==> config.mk <==
export PLATFORM = sky130hd
export DESIGN_NAME = lss_top
export DESIGN_NICKNAME = d
export VERILOG_FILES = /design/src/design/lss_pkg.sv /design/src/design/lss_blink_gen.sv /design/src/design/lss_light_mux.sv /design/src/design/lss_top.sv
export SDC_FILE = /design/constraint.sdc
export NUM_CORES = 1
export LEC_CHECK = 0
export BUFFER_PORTS_ARGS = -buffer_cell sky130_fd_sc_hd__buf_2
export CORE_ASPECT_RATIO = 0.75
export CORE_MARGIN = 10
export CORE_UTILIZATION = 48
export DETAILED_ROUTE_END_ITERATION = 7
export GPL_ROUTABILITY_DRIVEN = 0
export PLACE_DENSITY = 0.76
export SYNTH_ARGS = -nofsm -noshare
export SYNTH_HDL_FRONTEND = slang
export SYNTH_SLANG_ARGS = --single-unit
==> constraint.sdc <==
create_clock -name mclk_in -period 2.7 [get_ports mclk_in]
set_clock_uncertainty 0.1 [all_clocks]
set_input_delay 0.54 -clock mclk_in [delete_from_list [all_inputs] [get_ports mclk_in]]
set_output_delay 0.54 -clock mclk_in [all_outputs]
set_load 0.05 [all_outputs]
==> src/design/lss_pkg.sv <==
// Package: register map, field layout, codes and timing for the light selector
// Summary of operation
// - Blink field bits 13:12, reset 10, picks 50, 100, 200 or 500 ms period.
// - Light zero source field bits 3:0, reset 0000 means link good.
// - Code 0001 is link good with any activity; light one resets to it.
// - Code 0010 is link good with transmit activity only.
// - Link good with receive, and link good as master; printed code ambiguous.
// - Code 0101 is link good while acting as slave.
// - Code 0110 is any activity regardless of link; light two resets to it.
// - Light one and two fields decode the same table as light zero.
// - Code 1001 lights on link loss until basic status register 0x1 is read.
// - Code 1010 lights after any PRBS error until the error counter clears.
// - Termination code bits 4:1, reset 1000 (58 ohm); larger means lower.
// - Termination code drives the receive data, clock, error and valid pins.
// - One common termination setting for all pins, no per-pin control.
package lss_pkg;
   // Register indices as printed; byte address is four times the index
   localparam logic [11:0] LSS_IDX_LIGHT_CFG = 12'h460;
   localparam logic [11:0] LSS_IDX_TERM_CTRL = 12'h461;
   localparam logic [13:0] LSS_ADDR_LIGHT_CFG = {LSS_IDX_LIGHT_CFG, 2'h0};
   localparam logic [13:0] LSS_ADDR_TERM_CTRL = {LSS_IDX_TERM_CTRL, 2'h0};
   // Reset values of the two 16-bit registers
   localparam logic [15:0] LSS_LIGHT_CFG_RST = 16'h2610;
   localparam logic [15:0] LSS_TERM_CTRL_RST = 16'h0410;
   // Field positions
   localparam int LSS_SRC0_LSB = 0;
   localparam int LSS_SRC_W = 4;
   localparam int LSS_BLINK_LSB = 12;
   localparam int LSS_TERM_LSB = 1;
   // Source codes
   localparam logic [3:0] LSS_SRC_LINK = 4'h0;
   localparam logic [3:0] LSS_SRC_LINK_ACT = 4'h1;
   localparam logic [3:0] LSS_SRC_LINK_TX = 4'h2;
   localparam logic [3:0] LSS_SRC_LINK_RX = 4'h3;
   localparam logic [3:0] LSS_SRC_LINK_MASTER = 4'h4;
   localparam logic [3:0] LSS_SRC_LINK_SLAVE = 4'h5;
   localparam logic [3:0] LSS_SRC_ACT = 4'h6;
   localparam logic [3:0] LSS_SRC_LINK_LOST = 4'h9;
   localparam logic [3:0] LSS_SRC_PRBS_ERR = 4'ha;
   // Timing: clock 20 MHz, blink periods in ms
   localparam int LSS_CLK_HZ = 20000000;
   localparam int LSS_BLINK0_MS = 50;
   localparam int LSS_BLINK1_MS = 100;
   localparam int LSS_BLINK2_MS = 200;
   localparam int LSS_BLINK3_MS = 500;
   localparam int LSS_CYC_PER_MS = LSS_CLK_HZ / 1000;
   // Raw events from the surrounding device
   typedef struct packed {
      logic link_good;
      logic tx_act;
      logic rx_act;
      logic is_master;
      logic status_read;
      logic prbs_err;
      logic prbs_clr;
   } lss_evt_t;
   // Each light's source code
   typedef logic [3:0] lss_src_t;
endpackage

==> src/design/lss_blink_gen.sv <==
// Blink divider: toggles a phase bit once per selected period
module lss_blink_gen #(
   parameter int P0 = 1000000,
   parameter int P1 = 2000000,
   parameter int P2 = 4000000,
   parameter int P3 = 10000000
) (
   input wire logic mclk_in,
   input wire logic rst_n_in,
   input wire logic [1:0] rate_in,
   output logic phase_out
);
   import lss_pkg::*;
   logic [23:0] cnt_r;
   logic [23:0] lim;
   initial begin
      if (P0 < 1 || P3 >= (1 << 24)) $error("lss_blink_gen: bad period");
   end
   // Period select; a rate change applies to the running count at once, wrapping on the next edge if already past the new limit
   always_comb begin
      case (rate_in)
         2'h0: lim = 24'(P0 - 1);
         2'h1: lim = 24'(P1 - 1);
         2'h2: lim = 24'(P2 - 1);
         default: lim = 24'(P3 - 1);
      endcase
   end
   // Count the period, flip phase on wrap
   always_ff @(posedge mclk_in or negedge rst_n_in) begin
      if (!rst_n_in) begin
         cnt_r <= 24'h0;
         phase_out <= 1'b0;
      end else if (cnt_r >= lim) begin
         cnt_r <= 24'h0;
         phase_out <= ~phase_out;
      end else begin
         cnt_r <= cnt_r + 24'h1;
      end
   end
endmodule

==> src/design/lss_light_mux.sv <==
// One light: decodes a source code into a lit/dark level
module lss_light_mux (
   input wire lss_pkg::lss_src_t src_in,
   input wire lss_pkg::lss_evt_t evt_in,
   input wire logic lost_in,
   input wire logic prbs_in,
   input wire logic phase_in,
   output logic lit_out
);
   import lss_pkg::*;
   logic blink_act;
   logic blink_tx;
   logic blink_rx;
   // Activity blinks at the selected period, otherwise steady on
   assign blink_act = (evt_in.tx_act | evt_in.rx_act) ? phase_in : 1'b1;
   assign blink_tx = evt_in.tx_act ? phase_in : 1'b1;
   assign blink_rx = evt_in.rx_act ? phase_in : 1'b1;
   // Shared decode table for all three lights
   always_comb begin
      case (src_in)
         LSS_SRC_LINK: lit_out = evt_in.link_good;
         LSS_SRC_LINK_ACT: lit_out = evt_in.link_good & blink_act;
         LSS_SRC_LINK_TX: lit_out = evt_in.link_good & blink_tx;
         LSS_SRC_LINK_RX: lit_out = evt_in.link_good & blink_rx;
         LSS_SRC_LINK_MASTER: begin
            lit_out = evt_in.link_good & evt_in.is_master;
         end
         LSS_SRC_LINK_SLAVE: begin
            lit_out = evt_in.link_good & ~evt_in.is_master;
         end
         LSS_SRC_ACT: lit_out = (evt_in.tx_act | evt_in.rx_act) & phase_in;
         LSS_SRC_LINK_LOST: lit_out = lost_in;
         LSS_SRC_PRBS_ERR: lit_out = prbs_in;
         default: lit_out = 1'b0;
      endcase
   end
endmodule

==> src/design/lss_top.sv <==
// Top: APB register file, latched indications and light outputs
module lss_top #(
   parameter int BLINK0_CYC = lss_pkg::LSS_BLINK0_MS * lss_pkg::LSS_CYC_PER_MS,
   parameter int BLINK1_CYC = lss_pkg::LSS_BLINK1_MS * lss_pkg::LSS_CYC_PER_MS,
   parameter int BLINK2_CYC = lss_pkg::LSS_BLINK2_MS * lss_pkg::LSS_CYC_PER_MS,
   parameter int BLINK3_CYC = lss_pkg::LSS_BLINK3_MS * lss_pkg::LSS_CYC_PER_MS
) (
   input wire logic mclk_in,
   input wire logic rst_n_in,
   input wire logic psel_in,
   input wire logic penable_in,
   input wire logic pwrite_in,
   input wire logic [15:0] paddr_in,
   input wire logic [31:0] pwdata_in,
   input wire logic [3:0] pstrb_in,
   output logic [31:0] prdata_out,
   output logic pready_out,
   output logic pslverr_out,
   input wire lss_pkg::lss_evt_t evt_in,
   output logic status_light_zero_out,
   output logic status_light_one_out,
   output logic status_light_two_out,
   output logic [3:0] mac_side_interface_term_out
);
   import lss_pkg::*;
   logic [15:0] cfg_r;
   logic [15:0] term_r;
   logic lost_r;
   logic prbs_r;
   logic link_d_r;
   logic phase;
   logic [2:0] lit;
   logic acc;
   logic hit_cfg;
   logic hit_term;
   logic [15:0] rd_nxt;
   lss_src_t src [3];

   // A period under one cycle would leave the divider stuck; refuse it
   initial begin
      if (BLINK0_CYC < 1 || BLINK1_CYC < 1 || BLINK2_CYC < 1 ||
          BLINK3_CYC < 1) begin
         $error("lss_top: blink period below one cycle");
      end
   end

   // Access phase of an APB transfer; the slave answers with no wait
   assign acc = psel_in & penable_in;
   assign hit_cfg = (paddr_in[15:14] == 2'h0) &&
                    (paddr_in[13:0] == LSS_ADDR_LIGHT_CFG);
   assign hit_term = (paddr_in[15:14] == 2'h0) &&
                     (paddr_in[13:0] == LSS_ADDR_TERM_CTRL);

   // Configuration register: sources and blink rate
   always_ff @(posedge mclk_in or negedge rst_n_in) begin
      if (!rst_n_in) begin
         cfg_r <= LSS_LIGHT_CFG_RST;
      end else if (acc && pwrite_in && hit_cfg) begin
         if (pstrb_in[0]) cfg_r[7:0] <= pwdata_in[7:0];
         if (pstrb_in[1]) cfg_r[15:8] <= pwdata_in[15:8];
      end
   end

   // Termination register: one code for every receive pin
   always_ff @(posedge mclk_in or negedge rst_n_in) begin
      if (!rst_n_in) begin
         term_r <= LSS_TERM_CTRL_RST;
      end else if (acc && pwrite_in && hit_term) begin
         if (pstrb_in[0]) term_r[7:0] <= pwdata_in[7:0];
         if (pstrb_in[1]) term_r[15:8] <= pwdata_in[15:8];
      end
   end

   // Read mux; unmapped addresses read zero and flag an error
   always_comb begin
      rd_nxt = 16'h0;
      if (hit_cfg) rd_nxt = cfg_r;
      else if (hit_term) rd_nxt = term_r;
   end

   // APB answer registered from the setup cycle, presented in the access cycle
   always_ff @(posedge mclk_in or negedge rst_n_in) begin
      if (!rst_n_in) begin
         prdata_out <= 32'h0;
         pready_out <= 1'b0;
         pslverr_out <= 1'b0;
      end else begin
         pready_out <= psel_in & ~penable_in;
         pslverr_out <= psel_in & ~penable_in & ~(hit_cfg | hit_term);
         prdata_out <= (psel_in & ~penable_in & ~pwrite_in) ?
                       {16'h0, rd_nxt} : 32'h0;
      end
   end

   // Link-lost latch: set on link falling, cleared by the status read;
   // a loss in the same cycle as the read wins
   always_ff @(posedge mclk_in or negedge rst_n_in) begin
      if (!rst_n_in) begin
         link_d_r <= 1'b0;
         lost_r <= 1'b0;
      end else begin
         link_d_r <= evt_in.link_good;
         if (link_d_r && !evt_in.link_good) lost_r <= 1'b1;
         else if (evt_in.status_read) lost_r <= 1'b0;
      end
   end

   // PRBS error latch: a single error holds until the counter clears
   always_ff @(posedge mclk_in or negedge rst_n_in) begin
      if (!rst_n_in) begin
         prbs_r <= 1'b0;
      end else if (evt_in.prbs_err) begin
         prbs_r <= 1'b1;
      end else if (evt_in.prbs_clr) begin
         prbs_r <= 1'b0;
      end
   end

   lss_blink_gen #(
      .P0(BLINK0_CYC),
      .P1(BLINK1_CYC),
      .P2(BLINK2_CYC),
      .P3(BLINK3_CYC)
   ) u_blink (
      .mclk_in(mclk_in),
      .rst_n_in(rst_n_in),
      .rate_in(cfg_r[LSS_BLINK_LSB +: 2]),
      .phase_out(phase)
   );

   // One decoder per light, all reading the same table
   genvar gi;
   generate
      for (gi = 0; gi < 3; gi++) begin : g_light
         assign src[gi] = cfg_r[LSS_SRC0_LSB + gi*LSS_SRC_W +: LSS_SRC_W];
         lss_light_mux u_mux (
            .src_in(src[gi]),
            .evt_in(evt_in),
            .lost_in(lost_r),
            .prbs_in(prbs_r),
            .phase_in(phase),
            .lit_out(lit[gi])
         );
      end
   endgenerate

   // Outputs come from flip-flops; one code fans out to all pins
   always_ff @(posedge mclk_in or negedge rst_n_in) begin
      if (!rst_n_in) begin
         status_light_zero_out <= 1'b0;
         status_light_one_out <= 1'b0;
         status_light_two_out <= 1'b0;
         mac_side_interface_term_out <= LSS_TERM_CTRL_RST[4:1];
      end else begin
         status_light_zero_out <= lit[0];
         status_light_one_out <= lit[1];
         status_light_two_out <= lit[2];
         mac_side_interface_term_out <= term_r[LSS_TERM_LSB +: 4];
      end
   end
endmodule

* Yosys cells after proc, flatten, opt, wreduce, memory -nomap -nowiden
Cells that the tools add are included.
** Cells by class
- Bitwise logic cells :: 17
- Eq/ne operators :: 28
- Order comparisons :: 1
- Multiplexer cells :: 15
- Add/subtract/negate cells :: 1
- Reduce and logical (&&, ||, !) cells :: 18
** Operator list (count)
- case mux 24 bit (3 select lines) :: 1
- 2-to-1 mux 16 bit :: 3
- == test 4 x 3 -> 1 bit (second input constant) :: 9
- == test 14 x 13 -> 1 bit (second input constant) :: 2
- case mux 1 bit (9 select lines) :: 3
- adder 24 x 1 -> 24 bit (second input constant) :: 1
- == test 4 x 2 -> 1 bit (second input constant) :: 6
- == test 4 bit (second input constant) :: 6
- greater-or-equal comparator 24 bit :: 1
- 2-to-1 mux 24 bit :: 1
- == test 4 x 1 -> 1 bit (second input constant) :: 3
- zero test 4 bit :: 3
- AND 1 bit :: 10
- AND reduction 2 bit :: 4
- 2-to-1 mux 1 bit :: 7
- logical AND 1 bit :: 6
- NOT 1 bit :: 5
- zero test 2 bit :: 2
- nonzero test 2 bit :: 2
- == test 2 x 1 -> 1 bit (second input constant) :: 1
- == test 2 bit (second input constant) :: 1
- bitwise OR 1 bit :: 2
- zero test 1 bit :: 1
** Storage, ports and cells
- Register bits after elaboration :: 85
- Output and inout port bits :: 41
- Bits of input ports :: 64

* Logic depth before layout (Yosys ltp)
- Depth in word-level cells :: 5
- Depth in mapped cells :: 11
- Depth with buffers taken out :: 10

* Modules after synthesis
A second synthesis with hierarchy kept.
** Second synthesis, totals
- Cells, all modules :: 380
- Area total of the unflattened synthesis :: 4371.7 um^2
** By module, submodules not included
- lss_top :: cells each 166, instances 1, area an instance 2423.6 um^2, seq. area each 1510.2 um^2
- lss_blink_gen :: cells each 163, instances 1, area an instance 1614.0 um^2, seq. area each 625.6 um^2
- lss_light_mux :: cells each 17, instances 3, area an instance 111.4 um^2, seq. area each 0.0 um^2

* Worst setup path before layout
Ideal clock, no wire load.
- Kind :: register to register
- From :: register cfg_r[13]
- To :: register u_blink.cnt_r[17]
- Data arrival time :: 2.661 ns
- Setup slack :: -0.179 ns
- Cell stages (with the launch flop) :: 11
- Clock period less this slack :: 2.879 ns
- Data required time :: 2.481 ns
- Path buffers :: 1
- Cells stage by stage :: dfstp_2 -> inv_1 -> ha_1 -> ha_1 -> nor2b_1 -> nand4_1 -> or4_1 -> or4_1 -> o211ai_2 -> buf_6 -> nor2_1
** On the way
- Word-level cells in the longest chain between the ends :: 4
- Elaborated cells on any way between the ends :: 6
- Classes of those cells :: order compare (1); eq/ne (2); mux (2); reduce/logical (1)
** RTL lines
- start: declaration :: line lss_top.sv:26 : logic [15:0] cfg_r;
- start signal: assignment :: line lss_top.sv:60 : if (pstrb_in[1]) cfg_r[15:8] <= pwdata_in[15:8];
- == test 2 bit, or another cell as far along :: line lss_blink_gen.sv:21 : case (rate_in)
- case mux 24 bit (3 select lines) (*) :: line lss_blink_gen.sv:21
- greater-or-equal comparator 24 bit (*) :: line lss_blink_gen.sv:33 : end else if (cnt_r >= lim) begin
- 2-to-1 mux 24 bit (*) :: line lss_blink_gen.sv:33
- end signal: assignment :: line lss_blink_gen.sv:37 : cnt_r <= cnt_r + 24'h1;
- end: declaration :: line lss_blink_gen.sv:14 : logic [23:0] cnt_r;
Every way passes the cells marked *; elsewhere a longest branch is shown, timed or not.
A chain may end at the register's enable or synchronous reset.

* Worst setup path in the final report
- From :: register cfg_r[13]
- To :: register u_blink.cnt_r[19]
Same word-level chain as after synthesis.

==> flow_summary.ini <==
[floorplan]
die_x_um = 127.8
rows = 29
dieArea_um2 = 12900
core_area_um2 = 8491
fp.dieH_um = 100.9
io_pins = 105
initial_core_util_pct = 49.31

[sta]
finalHoldViolations = 0
slew-limit-headroom_pct = 52.26
layout_min_cycle_time_ps = 2863
finalCritPeriodShare_pct = 106.1
fin_ws_ps = -163.4
grt_setup_unrepaired = yes
finalSetupViolCount = 25
tightest_slew_ps = 716.1
drv_slew = 0
max_freq_mhz = 349.2
fin_hold_ws_ps = 57.13

[setup_path]
crit_arrival_ps = 2990
worstPathCellList = ha_1, inv_2, ha_4, nor4bb_4, or3_4, o221ai_1, or4_4, o211ai_4, clkbuf_16, nor2_1
reg2regPathDepth = 10
cp-start-kind = flop
cp.required_ps = 2830
worst-path-buf-inv = 2
r2r_start = cfg_r[13]
cpMaxStageDelayCell = dfstp_2
path_class = flop to flop
cp_max_fo = 6
rrSetupSlack_ps = -160
critPathCaptureType = flop
r2r-end = u_blink.cnt_r[19]
cp_slowest_stage_delay_ps = 590
crit_family = simple AND/OR/NAND/NOR gates

[route]
m1WireLength_um = 4430
wl_per_cell_um = 16.79
vias = 3134
wl_um = 9892
wl_met2_um = 4776
top_layer_used = met4
firstDrtPassIters = 4
routed_via_density = 5.321
drtIter0Drc = 263
drc_errors = 0
met3RoutedLength_um = 546
drtAntennaViolNets = 0

[status]
violations = setup timing
status = complete, but fails checks

[final_layout]
final_cell_mix = dfrtp_1, buf_2, nor2_1, mux2_2, buf_4
mostFrequentLayoutCell = dfrtp_1
fin_util_pct = 61.24
antenna_cells = 0
fill_cells = 688
drive_above_1_share_pct = 34.93
layout.nets = 558
area_growth_pct = 24.21

[cts]
cts_sinks = 85
cts_buffer_depth = 2
clk_latency_ps = 350
h-tree-depth = 3
cts_tree = built
clk_pin_slew_ps = 60
numCtsBuffers = 9
root_buffer = clkbuf_16

[worst_hold_path]
hp-class = primary input to async pin

[grt]
grt_pass1_wl_um = 15590
grt_pass1_vias = 3121
gr-total-overflow = 0
antenna_found_initial = 0
grt_util_all_layers_pct = 15.24
grt_max_degree = 42

[pwr]
power_leakage_nw = 2.571
power_density_nw_per_um2 = 512.8
worst_ir_drop_vdd_mv = 0.5029
power_w = 0.002667

[logic_synthesis]
syn_area_per_cell_um2 = 10.96
synthTopCellsByArea = dfrtp_1, mux2_2, ha_1, nor2_1, dfstp_2
synth_area_um2 = 4187
yosysTopAreaCellShare_pct = 46.62
synth_cell_type_count = 50
synth_edf_count = 0
synthArstFlopShare_pct = 100.0
synth_largest_area_cell = dfrtp_1
ys_warn_count = 0
ys_seq_area_share_pct = 51.02
synthCells = 382
ys.flop_type = dfrtp_1
ys_ff_latch = 85

[placed_design]
dp_hpwl_um = 7289
pre_cts_ws_ps = -150.8
port_buffers = 70

[flow_run]
cap_violations = 0
per-layer routing:
layer / vias to the layer above / global-route usage, %
met5: - / 0
met4: 0 / 5.440
li1: 1494 / -
met3: 11 / 4.154
met1: 1536 / 19.00
met2: 93 / 24.90
layout make-up:
type / instances / area [um2] / share of cell area (%)
clock buffers: 12 / 246.5 / 4.740
flip-flops and latches: 85 / 2136 / 41.07
repair buffers: 97 / 605.6 / 11.65
clock inverters: 4 / 47.55 / 0.9143
multi-input cells: 271 / 1984 / 38.16
inverters: 12 / 45.04 / 0.8662
well taps: 108 / 135.1 / 2.599
through the flow:
stage          instance area [um2]  std cells  TNS [ps]
2_1_floorplan                 4299        397     -2536
3_3_place_gp                  4806        570     -2563
3_5_place_dp                  4806        570     -3402
4_1_cts                       5137        587     -3211
5_1_grt                       5200        589     -6305
6_report                      5200        589     -3266
timing repair:
item | 4_1_cts | 5_1_grt
endpoints found under the setup margin | 25 | 25
setup buffers | 1 | 0
resized for setup | 6 | 4
cloned | 0 | 2
hold buffers | 0 | 0
pin swaps | 0 | 2
worst max-delay path by stage:
stage	from	endpoint	slack (ps)	cells past startpoint
2_1_floorplan	cfg_r[13]	u_blink.cnt_r[17]	-120	10
3_3_place_gp	cfg_r[13]	u_blink.cnt_r[23]	-110	10
3_5_place_dp	cfg_r[13]	u_blink.cnt_r[2]	-150	10
4_1_cts	cfg_r[13]	u_blink.cnt_r[16]	-140	10
5_1_grt	cfg_r[13]	u_blink.cnt_r[19]	-280	10
6_report	cfg_r[13]	u_blink.cnt_r[19]	-160	10
where the power goes:
part	total, W	switching (W)	internal (W)
logic	0.000155	0.000118	0.0000373
clock network	0.00123	0.000488	0.000739
registers	0.00128	0.00000361	0.00128
cell families after synthesis:
family,Yosys count,synth area share [%]
simple gates,125,14.61
mux,32,8.607
other cells,1,0.08957
xor+xnor,29,6.067
compound gates,51,8.608
fa+ha+maj,18,5.380
buf+inv,41,5.619
flops,85,51.02
flip-flops by register name, indices dropped and copies added (netlist names):
| signal | flops |
|---|---|
| status_light_zero_out | 1 |
| term_r | 16 |
| prbs_r | 1 |
| link_d_r | 1 |
| u_blink.cnt_r | 24 |
| cfg_r | 16 |
| status_light_one_out | 1 |
| prdata_out | 16 |
| status_light_two_out | 1 |
| pready_out | 1 |
| u_blink.phase_out | 1 |
| mac_side_interface_term_out | 4 |
| pslverr_out | 1 |
| lost_r | 1 |
synth_stat cells, types with 5 or more instances:
cell	number
nand2_1	18
dfstp_2	7
nor3_1	5
nand3_1	11
dfrtp_1	78
mux2_2	32
nor2_1	55
xor2_1	21
buf_4	16
xnor2_1	8
o21ai_0	7
clkbuf_1	5
a22oi_1	19
ha_1	18
buf_2	5
and3_1	6
inv_1	12
Power figures use the tool's default switching activity.
